==> src/logic/ect_pkg.sv <==
package ect_pkg;
    localparam logic [7:0] OFS_CTRL = 8'h00;
    localparam logic [7:0] OFS_CNT_HI = 8'h04;
    localparam logic [7:0] OFS_CNT_LO = 8'h08;
    localparam logic [7:0] OFS_RLD_HI = 8'h0C;
    localparam logic [7:0] OFS_RLD_LO = 8'h10;
    localparam logic [7:0] OFS_CAPT = 8'h14;
    localparam logic [7:0] OFS_IRQ_STAT = 8'h18;
    localparam logic [7:0] OFS_IRQ_MASK = 8'h1C;
    localparam logic [7:0] OFS_STATE = 8'h20;
    localparam int CTRL_EN = 0;
    localparam int CTRL_MODE_LSB = 1;
    localparam int CTRL_POL = 3;
    localparam int CTRL_PRE_LSB = 4;
    localparam int CTRL_IN_EN = 7;
    localparam int CTRL_OUT_EN = 8;
    localparam int CTRL_W = 9;
    localparam int IRQ_RELOAD = 0;
    localparam int IRQ_CAPT = 1;
    localparam int IRQ_W = 2;
    localparam logic [CTRL_W-1:0] CTRL_RST = 9'h000;
    localparam logic [15:0] CNT_RST = 16'h0001;
    localparam logic [15:0] CNT_RESTART = 16'h0001;
    localparam logic [15:0] RLD_RST = 16'hFFFF;
    localparam logic [1:0] RESP_OKAY = 2'h0;
    localparam logic [1:0] RESP_DECERR = 2'h3;
    typedef enum logic [1:0] {
        ECT_MODE_COUNT,
        ECT_MODE_CMP,
        ECT_MODE_CAPTURE,
        ECT_MODE_DUAL
    } ect_mode_t;
endpackage

==> src/logic/ect_bus_if.sv <==
`timescale 1ns/1ps
interface ect_bus_if;
    logic wr_en;
    logic [7:0] wr_addr;
    logic [31:0] wr_data;
    logic [3:0] wr_strb;
    logic wr_hit;
    logic rd_en;
    logic [7:0] rd_addr;
    logic [31:0] rd_data;
    logic rd_hit;
    modport slave(output wr_en, wr_addr, wr_data, wr_strb, rd_en, rd_addr, input wr_hit, rd_data, rd_hit);
    modport regs(input wr_en, wr_addr, wr_data, wr_strb, rd_en, rd_addr, output wr_hit, rd_data, rd_hit);
endinterface

==> src/logic/ect_top.sv <==
// Implementation choices: the AXI4-Lite slave port and the register offsets.
`timescale 1ns/1ps
module ect_top
    import ect_pkg::*;
(
    input wire logic CLK,
    input wire logic RST_N,
    input wire logic [7:0] AWADDR,
    input wire logic AWVALID,
    output logic AWREADY,
    input wire logic [31:0] WDATA,
    input wire logic [3:0] WSTRB,
    input wire logic WVALID,
    output logic WREADY,
    output logic [1:0] BRESP,
    output logic BVALID,
    input wire logic BREADY,
    input wire logic [7:0] ARADDR,
    input wire logic ARVALID,
    output logic ARREADY,
    output logic [31:0] RDATA,
    output logic [1:0] RRESP,
    output logic RVALID,
    input wire logic RREADY,
    input wire logic SHARED_PIN_I,
    output logic SHARED_PIN_O,
    output logic SHARED_PIN_OE,
    input wire logic CMP_OUT,
    output logic TOUT_O,
    output logic TOUT_OE,
    output logic IRQ
);
    ect_bus_if bus();

    logic [CTRL_W-1:0] ctrl_reg;
    logic [15:0] count_reg;
    logic [15:0] count_next;
    logic [15:0] reload_reg;
    logic [15:0] capture_reg;
    logic [7:0] hold_reg;
    logic [6:0] pre_cnt_reg;
    logic armed_reg;
    logic out_reg;
    logic [IRQ_W-1:0] irq_stat_reg;
    logic [IRQ_W-1:0] irq_mask_reg;
    logic [IRQ_W-1:0] irq_set;
    logic [31:0] wmask;
    logic [31:0] rd_word;
    logic rd_hit;
    logic enabled;
    logic polarity;
    logic pin_in_en;
    logic pin_out_en;
    ect_mode_t mode;
    logic [2:0] pre_sel;
    logic pin_edge_raw;
    logic cmp_edge_raw;
    logic pin_edge;
    logic pre_tick;
    logic tick;
    logic reload_hit;
    logic capture_hit;
    logic wr_ctrl;
    logic wr_cnt_hi;
    logic wr_cnt_lo;
    logic wr_rld_hi;
    logic wr_rld_lo;

    function automatic logic [31:0] strb_mask(input logic [3:0] strb);
        logic [31:0] m;
        m = 32'h00000000;
        for (int i = 0; i < 4; i++) begin
            m[i*8 +: 8] = {8{strb[i]}};
        end
        return m;
    endfunction

    function automatic logic addr_mapped(input logic [7:0] a);
        logic hit;
        hit = 1'b0;
        case (a)
            OFS_CTRL, OFS_CNT_HI, OFS_CNT_LO, OFS_RLD_HI, OFS_RLD_LO,
            OFS_CAPT, OFS_IRQ_STAT, OFS_IRQ_MASK, OFS_STATE: hit = 1'b1;
            default: hit = 1'b0;
        endcase
        return hit;
    endfunction

    ect_axil u_axil (
        .clk(CLK),
        .rst_n(RST_N),
        .awaddr(AWADDR),
        .awvalid(AWVALID),
        .awready(AWREADY),
        .wdata(WDATA),
        .wstrb(WSTRB),
        .wvalid(WVALID),
        .wready(WREADY),
        .bresp(BRESP),
        .bvalid(BVALID),
        .bready(BREADY),
        .araddr(ARADDR),
        .arvalid(ARVALID),
        .arready(ARREADY),
        .rdata(RDATA),
        .rresp(RRESP),
        .rvalid(RVALID),
        .rready(RREADY),
        .bus(bus.slave)
    );

    ect_edge u_pin_edge (
        .clk(CLK),
        .rst_n(RST_N),
        .async_in(SHARED_PIN_I),
        .rise_sel(polarity),
        .edge_hit(pin_edge_raw)
    );

    ect_edge u_cmp_edge (
        .clk(CLK),
        .rst_n(RST_N),
        .async_in(CMP_OUT),
        .rise_sel(polarity),
        .edge_hit(cmp_edge_raw)
    );

    // control fields
    assign enabled = ctrl_reg[CTRL_EN];
    assign mode = ect_mode_t'(ctrl_reg[CTRL_MODE_LSB +: 2]);
    assign polarity = ctrl_reg[CTRL_POL];
    assign pre_sel = ctrl_reg[CTRL_PRE_LSB +: 3];
    assign pin_in_en = ctrl_reg[CTRL_IN_EN];
    assign pin_out_en = ctrl_reg[CTRL_OUT_EN];

    // write decode
    assign wmask = strb_mask(bus.wr_strb);
    assign bus.wr_hit = addr_mapped(bus.wr_addr);
    assign wr_ctrl = bus.wr_en && bus.wr_addr == OFS_CTRL;
    assign wr_cnt_hi = bus.wr_en && bus.wr_addr == OFS_CNT_HI && bus.wr_strb[0];
    assign wr_cnt_lo = bus.wr_en && bus.wr_addr == OFS_CNT_LO && bus.wr_strb[0];
    assign wr_rld_hi = bus.wr_en && bus.wr_addr == OFS_RLD_HI && bus.wr_strb[0];
    assign wr_rld_lo = bus.wr_en && bus.wr_addr == OFS_RLD_LO && bus.wr_strb[0];

    // the shared pin only feeds the counter when assigned and not in paired PWM
    assign pin_edge = pin_edge_raw && pin_in_en && mode != ECT_MODE_DUAL;

    // prescale factor is 2 to the power of the select field
    assign pre_tick = pre_cnt_reg == 7'((8'h01 << pre_sel) - 8'h01);

    always_comb begin
        tick = 1'b0;
        if (enabled) begin
            unique case (mode)
                ECT_MODE_COUNT: tick = pin_edge;
                ECT_MODE_CMP: tick = cmp_edge_raw;
                ECT_MODE_CAPTURE: tick = armed_reg && pre_tick;
                ECT_MODE_DUAL: tick = pre_tick;
            endcase
        end
    end

    assign reload_hit = tick && count_reg == reload_reg;
    // later edges capture; the arming edge does not
    assign capture_hit = enabled && mode == ECT_MODE_CAPTURE && armed_reg && pin_edge;

    always_comb begin
        count_next = count_reg;
        if (reload_hit) begin
            count_next = CNT_RESTART;
        end else if (tick) begin
            count_next = count_reg + 16'h0001;
        end
    end

    always_ff @(posedge CLK) begin
        if (!RST_N) begin
            ctrl_reg <= CTRL_RST;
        end else if (wr_ctrl) begin
            ctrl_reg <= (ctrl_reg & ~wmask[CTRL_W-1:0]) | (bus.wr_data[CTRL_W-1:0] & wmask[CTRL_W-1:0]);
        end
    end

    // a software write to either byte overrides only that byte; the other byte still takes the counted value
    always_ff @(posedge CLK) begin
        if (!RST_N) begin
            count_reg <= CNT_RST;
        end else if (wr_cnt_hi) begin
            count_reg <= {bus.wr_data[7:0], count_next[7:0]};
        end else if (wr_cnt_lo) begin
            count_reg <= {count_next[15:8], bus.wr_data[7:0]};
        end else begin
            count_reg <= count_next;
        end
    end

    always_ff @(posedge CLK) begin
        if (!RST_N) begin
            reload_reg <= RLD_RST;
        end else if (wr_rld_hi) begin
            reload_reg[15:8] <= bus.wr_data[7:0];
        end else if (wr_rld_lo) begin
            reload_reg[7:0] <= bus.wr_data[7:0];
        end
    end

    always_ff @(posedge CLK) begin
        if (!RST_N) begin
            pre_cnt_reg <= 7'h00;
        end else if (!enabled || mode == ECT_MODE_CMP || pre_tick) begin
            pre_cnt_reg <= 7'h00;
        end else if (mode != ECT_MODE_CAPTURE || armed_reg) begin
            pre_cnt_reg <= pre_cnt_reg + 7'h01;
        end
    end

    // capture waits for the first qualifying input edge
    always_ff @(posedge CLK) begin
        if (!RST_N) begin
            armed_reg <= 1'b0;
        end else if (!enabled || mode != ECT_MODE_CAPTURE) begin
            armed_reg <= 1'b0;
        end else if (pin_edge) begin
            armed_reg <= 1'b1;
        end
    end

    always_ff @(posedge CLK) begin
        if (!RST_N) begin
            capture_reg <= 16'h0000;
        end else if (capture_hit) begin
            capture_reg <= count_reg;
        end
    end

    // output idles at the polarity level while disabled
    always_ff @(posedge CLK) begin
        if (!RST_N) begin
            out_reg <= 1'b0;
        end else if (!enabled) begin
            out_reg <= polarity;
        end else if (reload_hit) begin
            out_reg <= ~out_reg;
        end
    end

    // coherent read while enabled: upper byte read freezes lower byte
    always_ff @(posedge CLK) begin
        if (!RST_N) begin
            hold_reg <= 8'h00;
        end else if (bus.rd_en && bus.rd_addr == OFS_CNT_HI && enabled) begin
            hold_reg <= count_reg[7:0];
        end
    end

    assign irq_set = {IRQ_W{1'b0}} | (IRQ_W'(reload_hit) << IRQ_RELOAD) | (IRQ_W'(capture_hit) << IRQ_CAPT);

    // write-one-to-clear; a new event in the same cycle wins
    always_ff @(posedge CLK) begin
        if (!RST_N) begin
            irq_stat_reg <= {IRQ_W{1'b0}};
        end else if (bus.wr_en && bus.wr_addr == OFS_IRQ_STAT && bus.wr_strb[0]) begin
            irq_stat_reg <= (irq_stat_reg & ~bus.wr_data[IRQ_W-1:0]) | irq_set;
        end else begin
            irq_stat_reg <= irq_stat_reg | irq_set;
        end
    end

    always_ff @(posedge CLK) begin
        if (!RST_N) begin
            irq_mask_reg <= {IRQ_W{1'b0}};
        end else if (bus.wr_en && bus.wr_addr == OFS_IRQ_MASK && bus.wr_strb[0]) begin
            irq_mask_reg <= bus.wr_data[IRQ_W-1:0];
        end
    end

    assign IRQ = |(irq_stat_reg & irq_mask_reg);

    // reads only change the holding byte, never the counting path
    always_comb begin
        rd_word = 32'h00000000;
        rd_hit = addr_mapped(bus.rd_addr);
        case (bus.rd_addr)
            OFS_CTRL: rd_word[CTRL_W-1:0] = ctrl_reg;
            OFS_CNT_HI: rd_word[7:0] = count_reg[15:8];
            OFS_CNT_LO: rd_word[7:0] = enabled ? hold_reg : count_reg[7:0];
            OFS_RLD_HI: rd_word[7:0] = reload_reg[15:8];
            OFS_RLD_LO: rd_word[7:0] = reload_reg[7:0];
            OFS_CAPT: rd_word[15:0] = capture_reg;
            OFS_IRQ_STAT: rd_word[IRQ_W-1:0] = irq_stat_reg;
            OFS_IRQ_MASK: rd_word[IRQ_W-1:0] = irq_mask_reg;
            OFS_STATE: rd_word[2:0] = {enabled, armed_reg, out_reg};
            default: rd_word = 32'h00000000;
        endcase
    end

    assign bus.rd_data = rd_word;
    assign bus.rd_hit = rd_hit;

    // pins
    assign TOUT_O = out_reg;
    assign TOUT_OE = pin_out_en;
    assign SHARED_PIN_O = ~out_reg;
    assign SHARED_PIN_OE = pin_out_en && mode == ECT_MODE_DUAL;
endmodule

==> src/logic/ect_edge.sv <==
`timescale 1ns/1ps
module ect_edge
    import ect_pkg::*;
(
    input wire logic clk,
    input wire logic rst_n,
    input wire logic async_in,
    input wire logic rise_sel,
    output logic edge_hit
);
    logic meta_reg;
    logic sync_reg;
    logic last_reg;

    always_ff @(posedge clk) begin
        if (!rst_n) begin
            meta_reg <= 1'b0;
            sync_reg <= 1'b0;
            last_reg <= 1'b0;
        end else begin
            meta_reg <= async_in;
            sync_reg <= meta_reg;
            last_reg <= sync_reg;
        end
    end

    assign edge_hit = rise_sel ? (sync_reg & ~last_reg) : (~sync_reg & last_reg);
endmodule

==> src/logic/ect_axil.sv <==
`timescale 1ns/1ps
module ect_axil
    import ect_pkg::*;
(
    input wire logic clk,
    input wire logic rst_n,
    input wire logic [7:0] awaddr,
    input wire logic awvalid,
    output logic awready,
    input wire logic [31:0] wdata,
    input wire logic [3:0] wstrb,
    input wire logic wvalid,
    output logic wready,
    output logic [1:0] bresp,
    output logic bvalid,
    input wire logic bready,
    input wire logic [7:0] araddr,
    input wire logic arvalid,
    output logic arready,
    output logic [31:0] rdata,
    output logic [1:0] rresp,
    output logic rvalid,
    input wire logic rready,
    ect_bus_if.slave bus
);
    logic aw_full_reg;
    logic w_full_reg;
    logic [7:0] aw_addr_reg;
    logic [31:0] w_data_reg;
    logic [3:0] w_strb_reg;

    assign awready = ~aw_full_reg;
    assign wready = ~w_full_reg;
    assign arready = ~rvalid;
    assign bus.wr_en = aw_full_reg & w_full_reg & ~bvalid;
    assign bus.wr_addr = aw_addr_reg;
    assign bus.wr_data = w_data_reg;
    assign bus.wr_strb = w_strb_reg;
    assign bus.rd_en = arvalid & ~rvalid;
    assign bus.rd_addr = araddr;

    always_ff @(posedge clk) begin
        if (!rst_n) begin
            aw_full_reg <= 1'b0;
            aw_addr_reg <= 8'h00;
        end else if (awvalid && !aw_full_reg) begin
            aw_full_reg <= 1'b1;
            aw_addr_reg <= awaddr;
        end else if (bus.wr_en) begin
            aw_full_reg <= 1'b0;
        end
    end

    always_ff @(posedge clk) begin
        if (!rst_n) begin
            w_full_reg <= 1'b0;
            w_data_reg <= 32'h00000000;
            w_strb_reg <= 4'h0;
        end else if (wvalid && !w_full_reg) begin
            w_full_reg <= 1'b1;
            w_data_reg <= wdata;
            w_strb_reg <= wstrb;
        end else if (bus.wr_en) begin
            w_full_reg <= 1'b0;
        end
    end

    always_ff @(posedge clk) begin
        if (!rst_n) begin
            bvalid <= 1'b0;
            bresp <= RESP_OKAY;
        end else if (bus.wr_en) begin
            bvalid <= 1'b1;
            bresp <= bus.wr_hit ? RESP_OKAY : RESP_DECERR;
        end else if (bready) begin
            bvalid <= 1'b0;
        end
    end

    always_ff @(posedge clk) begin
        if (!rst_n) begin
            rvalid <= 1'b0;
            rdata <= 32'h00000000;
            rresp <= RESP_OKAY;
        end else if (bus.rd_en) begin
            rvalid <= 1'b1;
            rdata <= bus.rd_data;
            rresp <= bus.rd_hit ? RESP_OKAY : RESP_DECERR;
        end else if (rready) begin
            rvalid <= 1'b0;
        end
    end
endmodule

==> config.mk <==
export PLATFORM = sky130hd
export DESIGN_NAME = ect_top
export DESIGN_NICKNAME = d
export VERILOG_FILES = /design/src/logic/ect_pkg.sv /design/src/logic/ect_bus_if.sv /design/src/logic/ect_top.sv /design/src/logic/ect_edge.sv /design/src/logic/ect_axil.sv
export SDC_FILE = /design/constraint.sdc
export NUM_CORES = 1
export LEC_CHECK = 0
export BUFFER_PORTS_ARGS = -buffer_cell sky130_fd_sc_hd__buf_2
export CORE_UTILIZATION = 56
export DETAILED_ROUTE_END_ITERATION = 10
export PLACE_DENSITY = 0.8
export SLEW_MARGIN = 20
export SYNTH_ARGS = -nofsm -noshare
export SYNTH_HDL_FRONTEND = slang
export SYNTH_SLANG_ARGS = --single-unit
==> constraint.sdc <==
create_clock -name CLK -period 2.5 [get_ports CLK]
set_input_delay 0 -clock CLK [delete_from_list [all_inputs] [get_ports CLK]]
set_output_delay 0 -clock CLK [all_outputs]
set_load 0.05 [all_outputs]
==> impl_metrics.ini <==
[die]
core_um2 = 10800
die_w_um = 107
start_util_pct = 57.4
fp.dieArea_um2 = 11500
die_h_um = 107
fp-row-count = 38
ios = 107

[clocking]
root_buffer = clkbuf_8
numCtsBuffers = 17
clk_path_buf_depth = 2
cts_tree = done
clock-sinks = 125
htree_levels = 4
clk_pin_slew_ns = 0.06
post_cts_buffers = 0
worstSkewPairLatency_ns = 0.53

[yosys]
ys_seq_elements = 125
synth_cells = 729
synth_top_flop_cell = dfxtp_1
ys_seq_area_share_pct = 40.4
synth_area_per_cell_um2 = 8.50
ys_types = 69
async_reset_ff_share_pct = 0
synth-edff-count = 0
synth_warnings = 0
syn_area_um2 = 6200

[global_route]
grt_pass1_wl_um = 29100
grt-ovfl-total = 0
antenna_found_initial = 0
grt_max_degree = 45
grt_pass1_vias = 5829
track_usage_pct = 32.8

[worst_setup_path]
startpoint_type = primary input
endpoint_kind = register
crit_top_cell = dlygate4sd3_1
criticalPathCategory = primary input to register
critical_path.cell_chain = dlygate4sd3_1 -> buf_2 -> or2_2 -> dlygate4sd3_1 -> nor4_1 -> dlygate4sd3_1 -> nor2_1
cp.required_ns = 2.92
reg2reg_depth = 6
cp.arrival_ns = 2.74
critical_path.max_stage_delay_ns = 0.64
slowest_stage = dlygate4sd3_1
crit_fanout = 4

[cells_and_area]
drive_above_1_share_pct = 19.1
multiInputGateArea_um2 = 3350
num_antenna_cells = 0
fill_cells = 832
nNetsFinal = 889
layout_common_cells = dfxtp_1, nor2_1, nand2_1
fin_area_um2 = 7580
regArea_um2 = 2500
final_common_cell = dfxtp_1
syn2layout_area_growth_pct = 22.3

[timing]
fin_setup_tns_ns = 0
hold_viol_final = 0
min_period_over_period_pct = 92.8
fin_worst_skew_ns = 0.00782
fmax_mhz = 431
slew_viol_final = 0
period_needed_ns = 2.32
tightest_slew_ns = 0.945
rsz0062_at_grt = no
setup_viol = 0
max-slew-margin-rel_pct = 36.9

[detailed_routing]
vias = 5846
drt_iter0_drc = 647
firstDrtPassIters = 7
via_per_inst = 5.98
routed_wl_um = 18200
drtAntennaViolNets = 0
route.detailed.drc = 0
wl_per_cell_um = 18.6

[worst_hold_path]
hold_path.class = primary input to register
hold_path_depth = 3

[power_and_ir_drop]
peakVddDrop_mv = 0.742
p_total_uw = 5020
pwr_density_cell_nw_per_um2 = 662
p_leak_uw = 0.00293

[status]
status = complete, no violations

[flow_run]
cap_viol_max_count = 0

[place]
port_buffers = 65
routabilityCongestion = 0.972
dp_hpwl_um = 12200
place_area_um2 = 6680
cell usage after synthesis (4+ instances only):
library cell  count  share of area [%]
mux2_2            5               0.91
a22o_1            4               0.57
nand3b_1          6               0.73
nand4_1           6               0.61
clkbuf_1         36                2.2
dfxtp_1         125                 40
nor2b_1           5               0.50
a221oi_1          6               0.85
inv_1            14               0.85
nor2_1           98                5.9
and2_1           10                1.0
buf_2             6               0.48
o22ai_1           9               0.91
xor2_1           21                3.0
nor4_1            9               0.91
nand3_1          15                1.2
nor2_2            4               0.40
mux2i_1          66                 11
a21oi_1          37                3.0
o21a_1            4               0.48
a31oi_1           5               0.50
o31a_1            4               0.57
buf_1             4               0.24
a22oi_1          13                1.6
nor3_1           18                1.5
nor3b_1           4               0.48
nand2b_1          5               0.50
a211oi_1          4               0.48
o21ai_0          27                2.2
xnor2_1          10                1.4
buf_4            19                2.3
nand2_1          78                4.7
logic make-up after synthesis:
kind of cell / after synthesis / share of synthesized area (%)
buf+inv: 82 / 6.60
simple gates: 282 / 21.9
xor+xnor: 31 / 4.38
mux: 72 / 11.9
flops: 125 / 40.4
fa+ha+maj: 3 / 0.565
other cells: 1 / 0.0605
compound gates: 133 / 14.2
final cells by class:
type / instances / share of cell area (%)
clock inverters: 11 / 2.21
multi-input cells: 537 / 44.2
well taps: 140 / 2.31
inverters: 14 / 0.693
clock buffers: 20 / 5.74
flip-flops and latches: 125 / 33.0
repair buffers: 131 / 11.8
report_power, final:
group	internal (uW)	switching [uW]	total, uW	leakage, uW
sequential	2030	45.6	2080	0.00101
combinational	125	278	404	0.00162
clock	1640	901	2540	0.000291
total	3790	1220	5020	0.00293
worst max-delay path: cells and delay by family:
family | cells | cell delay (ns)
buffers and inverters | 4 | 1.87
AND/OR/NAND/NOR | 3 | 0.87
metal layers:
metal	vias up	part of all wire, %	global-route usage, %
met2	284	49	56.2
met4	0	3.1	14.0
met5	-	0	0
met3	50	7.0	6.81
met1	2808	41	39.8
li1	2704	-	-
what timing repair did:
action / in CTS / in global routing
gates resized for setup: 0 / 1
endpoints found under the setup margin: 0 / 1
endpoints found under the hold margin: 27 / 0
hold buffers: 29 / 0
stage by stage:
stage / hold slack (ns) / util [%] / instances / setup slack [ns]
after floorplan: 0.0990 / - / 744 / 0.354
after global placement: 0.188 / 61.9 / 918 / 0.255
after detailed placement: 0.213 / 61.9 / 918 / 0.235
after CTS: 0.00769 / 70.2 / 978 / 0.210
after global routing: 0.0330 / 70.2 / 978 / 0.0856
final: 0.0162 / 70.2 / 978 / 0.180
final timing paths:
path                       start                  end  slack [ns]
max                    ARADDR[0]      u_axil.rresp[0]        0.18
min                        RST_N        reload_reg[4]        0.02
max reg2reg   u_axil.aw_full_reg         count_reg[4]        0.20
min reg2reg  u_cmp_edge.meta_reg  u_cmp_edge.sync_reg        0.43
(Power assumes the default switching activity.)
